===== config.mk =====
export PLATFORM = sky130hd
export DESIGN_NAME = asg_top
export DESIGN_NICKNAME = d
export VERILOG_FILES = /design/src/hdl/asg_pkg.sv /design/src/hdl/asg_fifo.sv /design/src/hdl/asg_top.sv
export SDC_FILE = /design/constraint.sdc
export NUM_CORES = 2
export LEC_CHECK = 0
export ABC_AREA = 1
export BUFFER_PORTS_ARGS = -buffer_cell sky130_fd_sc_hd__buf_2
export CELL_PAD_IN_SITES_DETAIL_PLACEMENT = 1
export CELL_PAD_IN_SITES_GLOBAL_PLACEMENT = 1
export CORE_MARGIN = 2
export CORE_UTILIZATION = 49
export CTS_CLUSTER_DIAMETER = 60
export DETAILED_ROUTE_END_ITERATION = 6
export GPL_TIMING_DRIVEN = 0
export PLACE_DENSITY_LB_ADDON = 0.3
export SLEW_MARGIN = 40
export SYNTH_ARGS = -nofsm -noshare
export SYNTH_HDL_FRONTEND = slang
export SYNTH_SLANG_ARGS = --single-unit

===== constraint.sdc =====
create_clock -name clock_i -period 6 [get_ports clock_i]
set_clock_uncertainty 0.2 [all_clocks]
set_input_delay 0 -clock clock_i [delete_from_list [all_inputs] [get_ports clock_i]]
set_output_delay 0 -clock clock_i [all_outputs]
set_load 0.02 [all_outputs]

===== src/hdl/asg_pkg.sv =====
package asg_pkg;
    // ****************************************************************
    // register map (word index; byte address is four times the index)
    // ****************************************************************
    localparam logic [7:0] ADDR_START = 8'h00;
    localparam logic [7:0] ADDR_BLKSIZE = 8'h01;
    localparam logic [7:0] ADDR_NUMBLK = 8'h02;
    localparam logic [7:0] ADDR_BLKSTEP = 8'h03;
    localparam logic [7:0] ADDR_STEP = 8'h04;
    localparam logic [7:0] ADDR_MODE = 8'h05;
    localparam logic [7:0] ADDR_SDLY = 8'h06;
    localparam logic [7:0] ADDR_CMD = 8'h07;
    localparam logic [7:0] ADDR_STATUS = 8'h08;
    localparam logic [7:0] ADDR_PTR = 8'h09;
    localparam logic [7:0] ADDR_DATA = 8'h0A;
    localparam logic [7:0] ADDR_FIFO = 8'h0B;
    localparam logic [7:0] ADDR_MAP0 = 8'h20;
    localparam logic [7:0] ADDR_MAP_LAST = 8'h37;

    // ****************************************************************
    // field layout and reset values
    // ****************************************************************
    localparam int MODE_RUN_LSB = 0;
    localparam int MODE_DUAL_BIT = 2;
    localparam int MODE_DLY_LSB = 3;
    localparam int SDLY_EN_BIT = 5;
    localparam int DATA_AUTOINC_BIT = 8;
    localparam int NUM_OUT = 24;
    localparam int HALF_W = 12;
    localparam int FIFO_DEPTH = 32;
    localparam logic [1:0] RUN_ONESHOT = 2'h0;
    localparam logic [1:0] RUN_RESTART = 2'h1;
    localparam logic [5:0] MODE_RESET = 6'h00;
    localparam logic [5:0] SDLY_RESET = 6'h00;
    localparam logic [4:0] MAP_ZERO_LIMIT = 5'h17;
endpackage : asg_pkg


===== src/hdl/asg_fifo.sv =====
`timescale 1ns/1ps
module asg_fifo #(
    parameter int WIDTH = 24,
    parameter int DEPTH = 32
) (
    input wire logic clock_i,
    input wire logic rst_n_i,
    input wire logic [WIDTH-1:0] in_data_i,
    input wire logic in_valid_i,
    output logic in_ready_o,
    output logic [WIDTH-1:0] out_data_o,
    output logic out_valid_o,
    input wire logic out_ready_i,
    output logic [$clog2(DEPTH):0] level_o
);
    localparam int AW = $clog2(DEPTH);
    logic [WIDTH-1:0] mem [DEPTH];
    logic [WIDTH-1:0] head_q;
    logic [AW-1:0] wr_ptr, rd_ptr, next_wr_ptr, next_rd_ptr;
    logic [AW:0] count, next_count;
    logic push, pop;

    // output word sits in a register so read data never comes from mem
    assign push = in_valid_i && in_ready_o;
    assign pop = out_valid_o && out_ready_i;
    assign in_ready_o = (count != (AW+1)'(DEPTH));
    assign out_valid_o = (count != '0);
    assign level_o = count;
    assign out_data_o = head_q;

    // pointer and occupancy update
    always_comb begin
        next_wr_ptr = push ? wr_ptr + 1'b1 : wr_ptr;
        next_rd_ptr = pop ? rd_ptr + 1'b1 : rd_ptr;
        next_count = count + (AW+1)'(push) - (AW+1)'(pop);
    end

    always_ff @(posedge clock_i) begin
        if (!rst_n_i) begin
            wr_ptr <= '0;
            rd_ptr <= '0;
            count <= '0;
        end else begin
            wr_ptr <= next_wr_ptr;
            rd_ptr <= next_rd_ptr;
            count <= next_count;
        end
    end

    // storage has no reset: contents are only read once written
    always_ff @(posedge clock_i) begin
        if (push) begin
            mem[wr_ptr] <= in_data_i;
        end
        // head preloads the next word; a write into that slot bypasses
        head_q <= (push && wr_ptr == next_rd_ptr) ? in_data_i :
            mem[next_rd_ptr];
    end
endmodule : asg_fifo


===== src/hdl/asg_top.sv =====
`timescale 1ns/1ps
// Notes on behaviour
// - inside a block each address is the previous one plus the step.
// - after a block the next block starts at the old block start plus block step.
// - outside dual mode the programmed number of blocks of the programmed size are made, a zero counting as one.
// - each output bit is taken from the generator bit its map selects.
// - new maps wait in shadow registers and are copied on a start or restart.
// - after reset every map connects generator bit n to output bit n.
// - the host writes a pointer register then data with auto-increment set.
// - dual mode runs two independent 12-bit sequences, one per half.
// - the lower output word can lag the upper one by a programmed delay.
// - a programmed start delay postpones the sequence after a start.
// - one-shot without restart runs once then stops until a new start.
// - run mode 00 one-shot, 01 restart, 1x continuous; reset clears mode.
// - the lower word lags the upper by 0 to 7 words per the delay field.
// - start delay enable plus five-bit count delays pin, command and restart-mode starts 1 to 31; continuous reruns skip it.
// - five map bits select an input; a value above 23 forces zero.
module asg_top (
    input wire logic clock_i,
    input wire logic rst_n_i,
    input wire logic [7:0] avs_address_i,
    input wire logic avs_read_i,
    input wire logic avs_write_i,
    input wire logic [31:0] avs_writedata_i,
    output logic [31:0] avs_readdata_o,
    output logic avs_waitrequest_o,
    input wire logic start_i,
    output logic [asg_pkg::NUM_OUT-1:0] addr_o,
    output logic addr_valid_o,
    input wire logic addr_ready_i,
    output logic busy_o,
    output logic done_o
);
    import asg_pkg::*;

    typedef enum logic [1:0] {ASG_IDLE, ASG_WAIT, ASG_RUN} asg_state_t;

    // ****************************************************************
    // configuration registers
    // ****************************************************************
    logic [23:0] cfg_start, cfg_bsize, cfg_nblk, cfg_bstep, cfg_step;
    logic [5:0] mode, sdly;
    logic [7:0] ptr;
    logic [4:0] map_shadow [NUM_OUT];
    logic [4:0] map_act [NUM_OUT];
    logic sw_start;
    logic acc, wr_go, rd_go, ack;
    logic [7:0] wr_idx;
    logic [1:0] run_mode;
    logic dual, sd_en;
    logic [2:0] lo_dly;
    logic [4:0] sd_cnt;

    assign run_mode = mode[MODE_RUN_LSB +: 2];
    assign dual = mode[MODE_DUAL_BIT];
    assign lo_dly = mode[MODE_DLY_LSB +: 3];
    assign sd_en = sdly[SDLY_EN_BIT];
    assign sd_cnt = sdly[4:0];

    // one wait cycle per access, so waitrequest drops on the second edge
    assign acc = (avs_read_i || avs_write_i) && !ack;
    assign wr_go = avs_write_i && ack; // lands while waitrequest is low
    assign rd_go = avs_read_i && !ack;
    // data port writes go to the pointer target, direct writes to their own
    assign wr_idx = (avs_address_i == ADDR_DATA) ? ptr : avs_address_i;

    always_ff @(posedge clock_i) begin
        if (!rst_n_i) begin
            cfg_start <= '0;
            cfg_bsize <= '0;
            cfg_nblk <= '0;
            cfg_bstep <= '0;
            cfg_step <= '0;
            mode <= MODE_RESET;
            sdly <= SDLY_RESET;
            ptr <= '0;
            sw_start <= 1'b0;
        end else begin
            sw_start <= wr_go && avs_address_i == ADDR_CMD;
            if (wr_go && avs_address_i == ADDR_PTR) begin
                ptr <= avs_writedata_i[7:0];
            end
            if (wr_go && avs_address_i == ADDR_DATA &&
                avs_writedata_i[DATA_AUTOINC_BIT]) begin
                ptr <= ptr + 8'h01;
            end
            if (wr_go) begin
                case (wr_idx)
                    ADDR_START: cfg_start <= avs_writedata_i[23:0];
                    ADDR_BLKSIZE: cfg_bsize <= avs_writedata_i[23:0];
                    ADDR_NUMBLK: cfg_nblk <= avs_writedata_i[23:0];
                    ADDR_BLKSTEP: cfg_bstep <= avs_writedata_i[23:0];
                    ADDR_STEP: cfg_step <= avs_writedata_i[23:0];
                    ADDR_MODE: mode <= avs_writedata_i[5:0];
                    ADDR_SDLY: sdly <= avs_writedata_i[5:0];
                    default: ;
                endcase
            end
        end
    end

    // ****************************************************************
    // crosspoint maps: shadow written by software, active copied on start
    // ****************************************************************
    logic load_map;
    logic [23:0] gen_word;
    logic [23:0] sw_word;
    genvar gi;
    generate
        for (gi = 0; gi < NUM_OUT; gi++) begin : g_map
            always_ff @(posedge clock_i) begin
                if (!rst_n_i) begin
                    map_shadow[gi] <= 5'(gi);
                    map_act[gi] <= 5'(gi);
                end else begin
                    if (wr_go && wr_idx == ADDR_MAP0 + 8'(gi)) begin
                        map_shadow[gi] <= avs_writedata_i[4:0];
                    end
                    if (load_map) begin
                        map_act[gi] <= map_shadow[gi];
                    end
                end
            end
            // out-of-range select reads zero rather than wrapping
            assign sw_word[gi] = (map_act[gi] > MAP_ZERO_LIMIT) ? 1'b0 :
                gen_word[map_act[gi]];
        end
    endgenerate

    // ****************************************************************
    // start delay and sequence engine
    // ****************************************************************
    asg_state_t state, next_state;
    logic [4:0] dcnt, next_dcnt;
    logic [23:0] cur, next_cur, bstart, next_bstart;
    logic [23:0] icnt, next_icnt, bcnt, next_bcnt;
    logic [11:0] cur2, next_cur2, bst2, next_bst2;
    logic [11:0] ic2, next_ic2, bc2, next_bc2;
    logic gen_valid, next_gen_valid, fin, next_fin;
    logic fifo_ready, trig, last_a, last_b, blk_a, blk_b, adv;
    logic [5:0] fifo_level;

    assign trig = start_i || sw_start;
    // back-pressure stalls; a word still in flight claims the last slot
    assign adv = state == ASG_RUN && fifo_ready &&
        !(gen_valid && fifo_level == 6'(FIFO_DEPTH - 1));
    // dual mode: lower half counts on its own with the low 12 bits of config
    assign blk_a = dual ? (icnt[11:0] <= 12'h001) : (icnt <= 24'h000001);
    assign last_a = blk_a &&
        (dual ? (bcnt[11:0] <= 12'h001) : (bcnt <= 24'h000001));
    assign blk_b = ic2 <= 12'h001;
    assign last_b = blk_b && bc2 <= 12'h001;
    assign gen_word = dual ? {cur2, cur[11:0]} : cur;

    always_comb begin
        next_state = state;
        next_dcnt = dcnt;
        next_cur = cur;
        next_bstart = bstart;
        next_icnt = icnt;
        next_bcnt = bcnt;
        next_cur2 = cur2;
        next_bst2 = bst2;
        next_ic2 = ic2;
        next_bc2 = bc2;
        next_gen_valid = 1'b0;
        next_fin = 1'b0;
        load_map = 1'b0;
        case (state)
            ASG_IDLE: begin
                if (trig) begin
                    next_dcnt = sd_cnt;
                    next_state = (sd_en && sd_cnt != 5'h00) ?
                        ASG_WAIT : ASG_RUN;
                end
            end
            ASG_WAIT: begin
                next_dcnt = dcnt - 5'h01;
                if (dcnt == 5'h01) begin
                    next_state = ASG_RUN;
                end
            end
            ASG_RUN: ;
            default: next_state = ASG_IDLE;
        endcase
        // entering run: load counters and copy maps
        if (next_state == ASG_RUN && state != ASG_RUN) begin
            load_map = 1'b1;
            next_cur = cfg_start;
            next_bstart = cfg_start;
            next_icnt = cfg_bsize;
            next_bcnt = cfg_nblk;
            next_cur2 = cfg_start[23:12];
            next_bst2 = cfg_start[23:12];
            next_ic2 = cfg_bsize[23:12];
            next_bc2 = cfg_nblk[23:12];
        end else if (adv) begin
            next_gen_valid = 1'b1;
            if (blk_a) begin
                next_cur = bstart + cfg_bstep;
                next_bstart = bstart + cfg_bstep;
                next_icnt = cfg_bsize;
                next_bcnt = bcnt - 24'h000001;
            end else begin
                next_cur = cur + cfg_step;
                next_icnt = icnt - 24'h000001;
            end
            if (blk_b) begin
                next_cur2 = bst2 + cfg_bstep[23:12];
                next_bst2 = bst2 + cfg_bstep[23:12];
                next_ic2 = cfg_bsize[23:12];
                next_bc2 = bc2 - 12'h001;
            end else begin
                next_cur2 = cur2 + cfg_step[23:12];
                next_ic2 = ic2 - 12'h001;
            end
            if (dual ? (last_a && last_b) : last_a) begin
                next_fin = 1'b1;
                if (run_mode == RUN_ONESHOT) begin
                    next_state = ASG_IDLE;
                end else begin
                    // restart and continuous both rerun; restart honours delay
                    next_dcnt = sd_cnt;
                    next_state = (sd_en && sd_cnt != 5'h00 &&
                        run_mode == RUN_RESTART) ? ASG_WAIT : ASG_IDLE;
                    if (next_state == ASG_IDLE) begin
                        next_state = ASG_RUN;
                        load_map = 1'b1;
                        next_cur = cfg_start;
                        next_bstart = cfg_start;
                        next_icnt = cfg_bsize;
                        next_bcnt = cfg_nblk;
                        next_cur2 = cfg_start[23:12];
                        next_bst2 = cfg_start[23:12];
                        next_ic2 = cfg_bsize[23:12];
                        next_bc2 = cfg_nblk[23:12];
                    end
                end
            end
        end
    end

    always_ff @(posedge clock_i) begin
        if (!rst_n_i) begin
            state <= ASG_IDLE;
            dcnt <= '0;
            cur <= '0;
            bstart <= '0;
            icnt <= '0;
            bcnt <= '0;
            cur2 <= '0;
            bst2 <= '0;
            ic2 <= '0;
            bc2 <= '0;
            gen_valid <= 1'b0;
            fin <= 1'b0;
        end else begin
            state <= next_state;
            dcnt <= next_dcnt;
            cur <= next_cur;
            bstart <= next_bstart;
            icnt <= next_icnt;
            bcnt <= next_bcnt;
            cur2 <= next_cur2;
            bst2 <= next_bst2;
            ic2 <= next_ic2;
            bc2 <= next_bc2;
            gen_valid <= next_gen_valid;
            fin <= next_fin;
        end
    end

    // ****************************************************************
    // switched word, captured as generated, then lower-word delay line
    // ****************************************************************
    logic [23:0] sw_q;
    logic [11:0] lo_line [8];
    always_ff @(posedge clock_i) begin
        if (!rst_n_i) begin
            sw_q <= '0;
        end else if (adv) begin
            sw_q <= sw_word;
        end
    end

    // lower word shifts on each accepted word so the lag counts words,
    // not clocks; a stalled stream freezes both halves
    logic fifo_push;
    logic [23:0] fifo_out;
    logic fifo_valid;
    assign fifo_push = gen_valid;
    always_ff @(posedge clock_i) begin
        if (!rst_n_i) begin
            for (int i = 0; i < 8; i++) begin
                lo_line[i] <= '0;
            end
        end else if (fifo_push) begin
            lo_line[0] <= sw_q[11:0];
            for (int i = 1; i < 8; i++) begin
                lo_line[i] <= lo_line[i-1];
            end
        end
    end

    asg_fifo #(.WIDTH(24), .DEPTH(FIFO_DEPTH)) u_fifo (
        .clock_i(clock_i),
        .rst_n_i(rst_n_i),
        .in_data_i({sw_q[23:12], (lo_dly == 3'h0) ? sw_q[11:0] :
            lo_line[lo_dly - 3'h1]}),
        .in_valid_i(fifo_push),
        .in_ready_o(fifo_ready),
        .out_data_o(fifo_out),
        .out_valid_o(fifo_valid),
        .out_ready_i(addr_ready_i || !addr_valid_o),
        .level_o(fifo_level)
    );

    // ****************************************************************
    // registered outputs and bus answer
    // ****************************************************************
    always_ff @(posedge clock_i) begin
        if (!rst_n_i) begin
            addr_o <= '0;
            addr_valid_o <= 1'b0;
            busy_o <= 1'b0;
            done_o <= 1'b0;
            avs_readdata_o <= '0;
            avs_waitrequest_o <= 1'b1;
            ack <= 1'b0;
        end else begin
            if (addr_ready_i || !addr_valid_o) begin
                addr_valid_o <= fifo_valid;
                if (fifo_valid) begin
                    addr_o <= fifo_out; // held while idle
                end
            end
            busy_o <= state != ASG_IDLE;
            done_o <= fin;
            ack <= acc;
            avs_waitrequest_o <= !acc; // low only in the answer cycle
            if (rd_go) begin
                case (avs_address_i)
                    ADDR_START: avs_readdata_o <= {8'h00, cfg_start};
                    ADDR_BLKSIZE: avs_readdata_o <= {8'h00, cfg_bsize};
                    ADDR_NUMBLK: avs_readdata_o <= {8'h00, cfg_nblk};
                    ADDR_BLKSTEP: avs_readdata_o <= {8'h00, cfg_bstep};
                    ADDR_STEP: avs_readdata_o <= {8'h00, cfg_step};
                    ADDR_MODE: avs_readdata_o <= {26'h0, mode};
                    ADDR_SDLY: avs_readdata_o <= {26'h0, sdly};
                    ADDR_STATUS: avs_readdata_o <= {30'h0,
                        state == ASG_WAIT, state != ASG_IDLE};
                    ADDR_PTR: avs_readdata_o <= {24'h0, ptr};
                    ADDR_FIFO: avs_readdata_o <= {26'h0, fifo_level};
                    default: avs_readdata_o <= (avs_address_i >= ADDR_MAP0
                        && avs_address_i <= ADDR_MAP_LAST) ?
                        {27'h0, map_shadow[5'(avs_address_i - ADDR_MAP0)]} :
                        32'h0;
                endcase
            end
        end
    end
endmodule : asg_top


==> flow_metrics.tcl <==
set metrics [dict create \
    cts.root.buffer_cell "clkbuf_16" \
    drtIter0Drc 10300 \
    track_usage 0.455 \
    path_max_fanout 20 \
    placed_cells 10500 \
    routed_wl_mm 356 \
    hold_depth 4 \
    slowest_delay_ns 0.59 \
    min_path_type "in -> reg" \
    via_count 72000 \
    cap_violations 0 \
    ys_seq_area_frac 0.558 \
    core_um2 149000 \
    crit_type "reg -> reg" \
    critical_path.startpoint "mode[3]" \
    rsz0062_at_grt "no" \
    final_cells 10900 \
    tritoncts "built" \
    drive_gt1_frac 0.0878 \
    ff_latch_area_um2 41000 \
    outcome "finished with violations" \
    drtPass1Iterations 7 \
    max_slew_margin 0.341 \
    avgSynthCellArea_um2 8.87 \
    cp-end-kind "flip-flop" \
    cts_resized 0 \
    power_density_nw_per_um2 395 \
    clk_latency_ns 0.86 \
    clkTransAtPathRegs_ns 0.06 \
    ios 106 \
    cp.arrival_ns 5.60 \
    grt.overflow.total 0 \
    worst_pin_slew_ns 0.988 \
    fp-row-count 142 \
    post-route-period-util 0.852 \
    cts_buffers 165 \
    r2r_slack_ns 0.89 \
    synth-edff-count 1104 \
    die_width_um 391 \
    multi_input_area_um2 28000 \
    required_ns 6.48 \
    cts_sinks 1496 \
    crit_cells 13 \
    postCtsSetupBuffers 0 \
    grt_pass1_vias 71500 \
    async_reset_ff_frac 0 \
    fill_cells 17100 \
    routabilityCongestion 1.06 \
    max-vdd-ir-drop_v 0.000273 \
    cts_buffer_depth 3 \
    synth_flop_cell "edfxtp_1" \
    path_buf_inv 8 \
    crit_family "buffers and inverters" \
    die_y_um 391 \
    syn_inst 8292 \
    synth.distinct_cells 66 \
    antenna_left 0 \
    via_per_inst 6.60 \
    final_util 0.570 \
    wl_per_cell_um 32.6 \
    grt_max_degree 48 \
    drcViolationCount 3 \
    min_period_ns 5.11 \
    start_util 0.492 \
    cellLeakagePower_uw 0.0323 \
    start_kind "flip-flop" \
    syn-cell-area_um2 73500 \
    grt_antenna_before_repair 22 \
    max_freq_mhz 196 \
    hold_viol 0 \
    r2r-start "mode[3]" \
    cpMostUsedCell "clkbuf_1" \
    r2r-end "u_fifo.mem[30][10]" \
    grt_pass1_wl_mm 502 \
    drv_slew 0 \
    final_nets 8880 \
    crit_slowest_cell "clkbuf_1" \
    area_growth_syn_to_layout_pct 15.7 \
    crit_chain "clkbuf_1 > inv_1 > clkbuf_2 > clkbuf_1 > ha_1 > clkbuf_1 > inv_1 > clkbuf_1 > o21ai_0 > o22ai_1 > nor2_1 > o22ai_4 > buf_8" \
    ys_warn_count 0 \
    design.die.area_um2 153000 \
    holdBufCountCts 81 \
    r2r_cells 13 \
    crit_path_end "u_fifo.mem[30][10]" \
    finalSetupViolCount 0 \
    dp.final_hpwl_mm 256 \
    port_buffers 87 \
    ys_ff_latch 1496 \
    finalPower_uw 33600 \
    h-tree-depth 4 \
    failed_checks "DRC" \
]
-- sequential cells by signal, indices dropped and copies added (netlist names), 96 cells and up, named ones only --
register    count
map_shadow    120
map_act       120
u_fifo.mem    768
lo_line        96
-- metal layers --
metal / track usage / up-vias / wire [um]
met5: 0 / - / 126
met4: 0.331 / 18 / 30800
met3: 0.112 / 1597 / 42400
met2: 0.695 / 5558 / 155000
met1: 0.561 / 35200 / 128000
li1: - / 29600 / -
-- power by group --
part | switching [uW] | internal, uW | total [uW] | leakage (uW)
Combinational | 7870 | 2480 | 10300 | 0.0162
Clock | 4750 | 5920 | 10700 | 0.00269
Sequential | 734 | 11900 | 12600 | 0.0134
-- tightest hold or removal path: cells and delay by family --
| kind | cells | cell delay [ns] |
|---|---|---|
| buf+inv | 2 | 0.69 |
| compound gates | 2 | 0.32 |
-- synth_stat cells (4+ instances only) --
cell type,count,area [um^2]
xnor2_1,30,263
nand2_1,1161,4360
o211ai_1,96,721
inv_2,23,86.3
o21bai_1,16,120
clkinv_1,15,56.3
a31oi_1,24,150
nor2_1,1222,4590
a21oi_1,467,2340
o2111ai_1,19,166
o21ai_0,1209,6050
and2_1,8,50.1
fa_1,5,100
buf_2,66,330
nor2_4,9,101
nand2_2,14,87.6
inv_1,730,2740
buf_6,7,78.8
a211oi_1,37,278
nor2_2,28,175
or2_1,47,294
o21a_1,8,60.1
nand3_1,330,1650
nor3_1,64,320
o221ai_1,66,578
or2_2,23,144
dfxtp_1,392,7850
nand3b_1,21,158
clkbuf_2,4,20.0
buf_1,28,105
a22oi_1,26,195
xor2_1,47,412
edfxtp_1,1104,33200
nand4_1,66,413
buf_4,16,120
ha_1,97,1210
o21ai_1,11,55.1
a21o_1,6,45.0
clkbuf_1,380,1430
nand3_2,4,40.0
o22ai_1,325,2030
-- cell type report --
class,count,area share
diodes,9,0.000265
plain buffers,501,0.0254
clock buffers,227,0.0532
clock inverters,81,0.0124
inverters,771,0.0341
multi-input cells,5531,0.329
flip-flops and latches,1496,0.482
well taps,2016,0.0296
repair buffers,266,0.0342
-- cells by family (layout without fill, tap and decap cells) --
kind of cell / after synthesis / in the layout / synth area share
flops: 1496 / 1496 / 0.558
buf+inv: 1272 / 1846 / 0.0677
compound gates: 2330 / 2330 / 0.177
fa+ha+maj: 102 / 102 / 0.0179
xor+xnor: 77 / 77 / 0.00917
other cells: 1 / 17 / 0.0000510
simple gates: 3014 / 3014 / 0.171
-- cell usage in the layout, fill, tap and decap left out, types with 35 or more instances in the layout --
master,synthesis,final
a211oi_1,37,37
a21oi_1,467,467
buf_2,66,170
buf_8,0,35
clkbuf_1,380,368
clkbuf_16,0,165
clkbuf_2,4,62
dfxtp_1,392,380
dlygate4sd3_1,0,81
edfxtp_1,1104,1104
ha_1,97,97
inv_1,730,730
nand2_1,1161,1159
nand3_1,330,330
nand4_1,66,66
nor2_1,1222,1193
nor2_4,9,37
nor3_1,64,60
o211ai_1,96,96
o21ai_0,1209,1195
o221ai_1,66,66
o22ai_1,325,324
or2_1,47,47
xor2_1,47,47
-- how the worst min path moves through the flow --
stage,from,endpoint,slack (ns)
final,avs_writedata_i[3],ptr[3],0.04
after global routing,avs_writedata_i[3],ptr[3],0.07
after CTS,avs_read_i,avs_readdata_o[8],0.001
after detailed placement,addr_ready_i,addr_valid_o,0.11
after global placement,avs_read_i,ack,0.09
after floorplan,avs_writedata_i[5],ptr[5],-0.03
-- through the flow --
| step | area, um^2 | setup slack [ns] | TNS (ns) | hold WS (ns) |
|---|---|---|---|---|
| 4_1_cts | 85000 | 1.14 | 0 | 0.000977 |
| 6_report | 85100 | 0.885 | 0 | 0.0360 |
| 3_5_place_dp | 78600 | 1.25 | 0 | 0.107 |
| 2_1_floorplan | 73600 | 0.929 | 0 | -0.0325 |
| 5_1_grt | 85100 | 0.746 | 0 | 0.0732 |
| 3_3_place_gp | 76500 | -1.92 | -607.40 | 0.0947 |
Note: power is estimated with default switching activity, not from simulation.
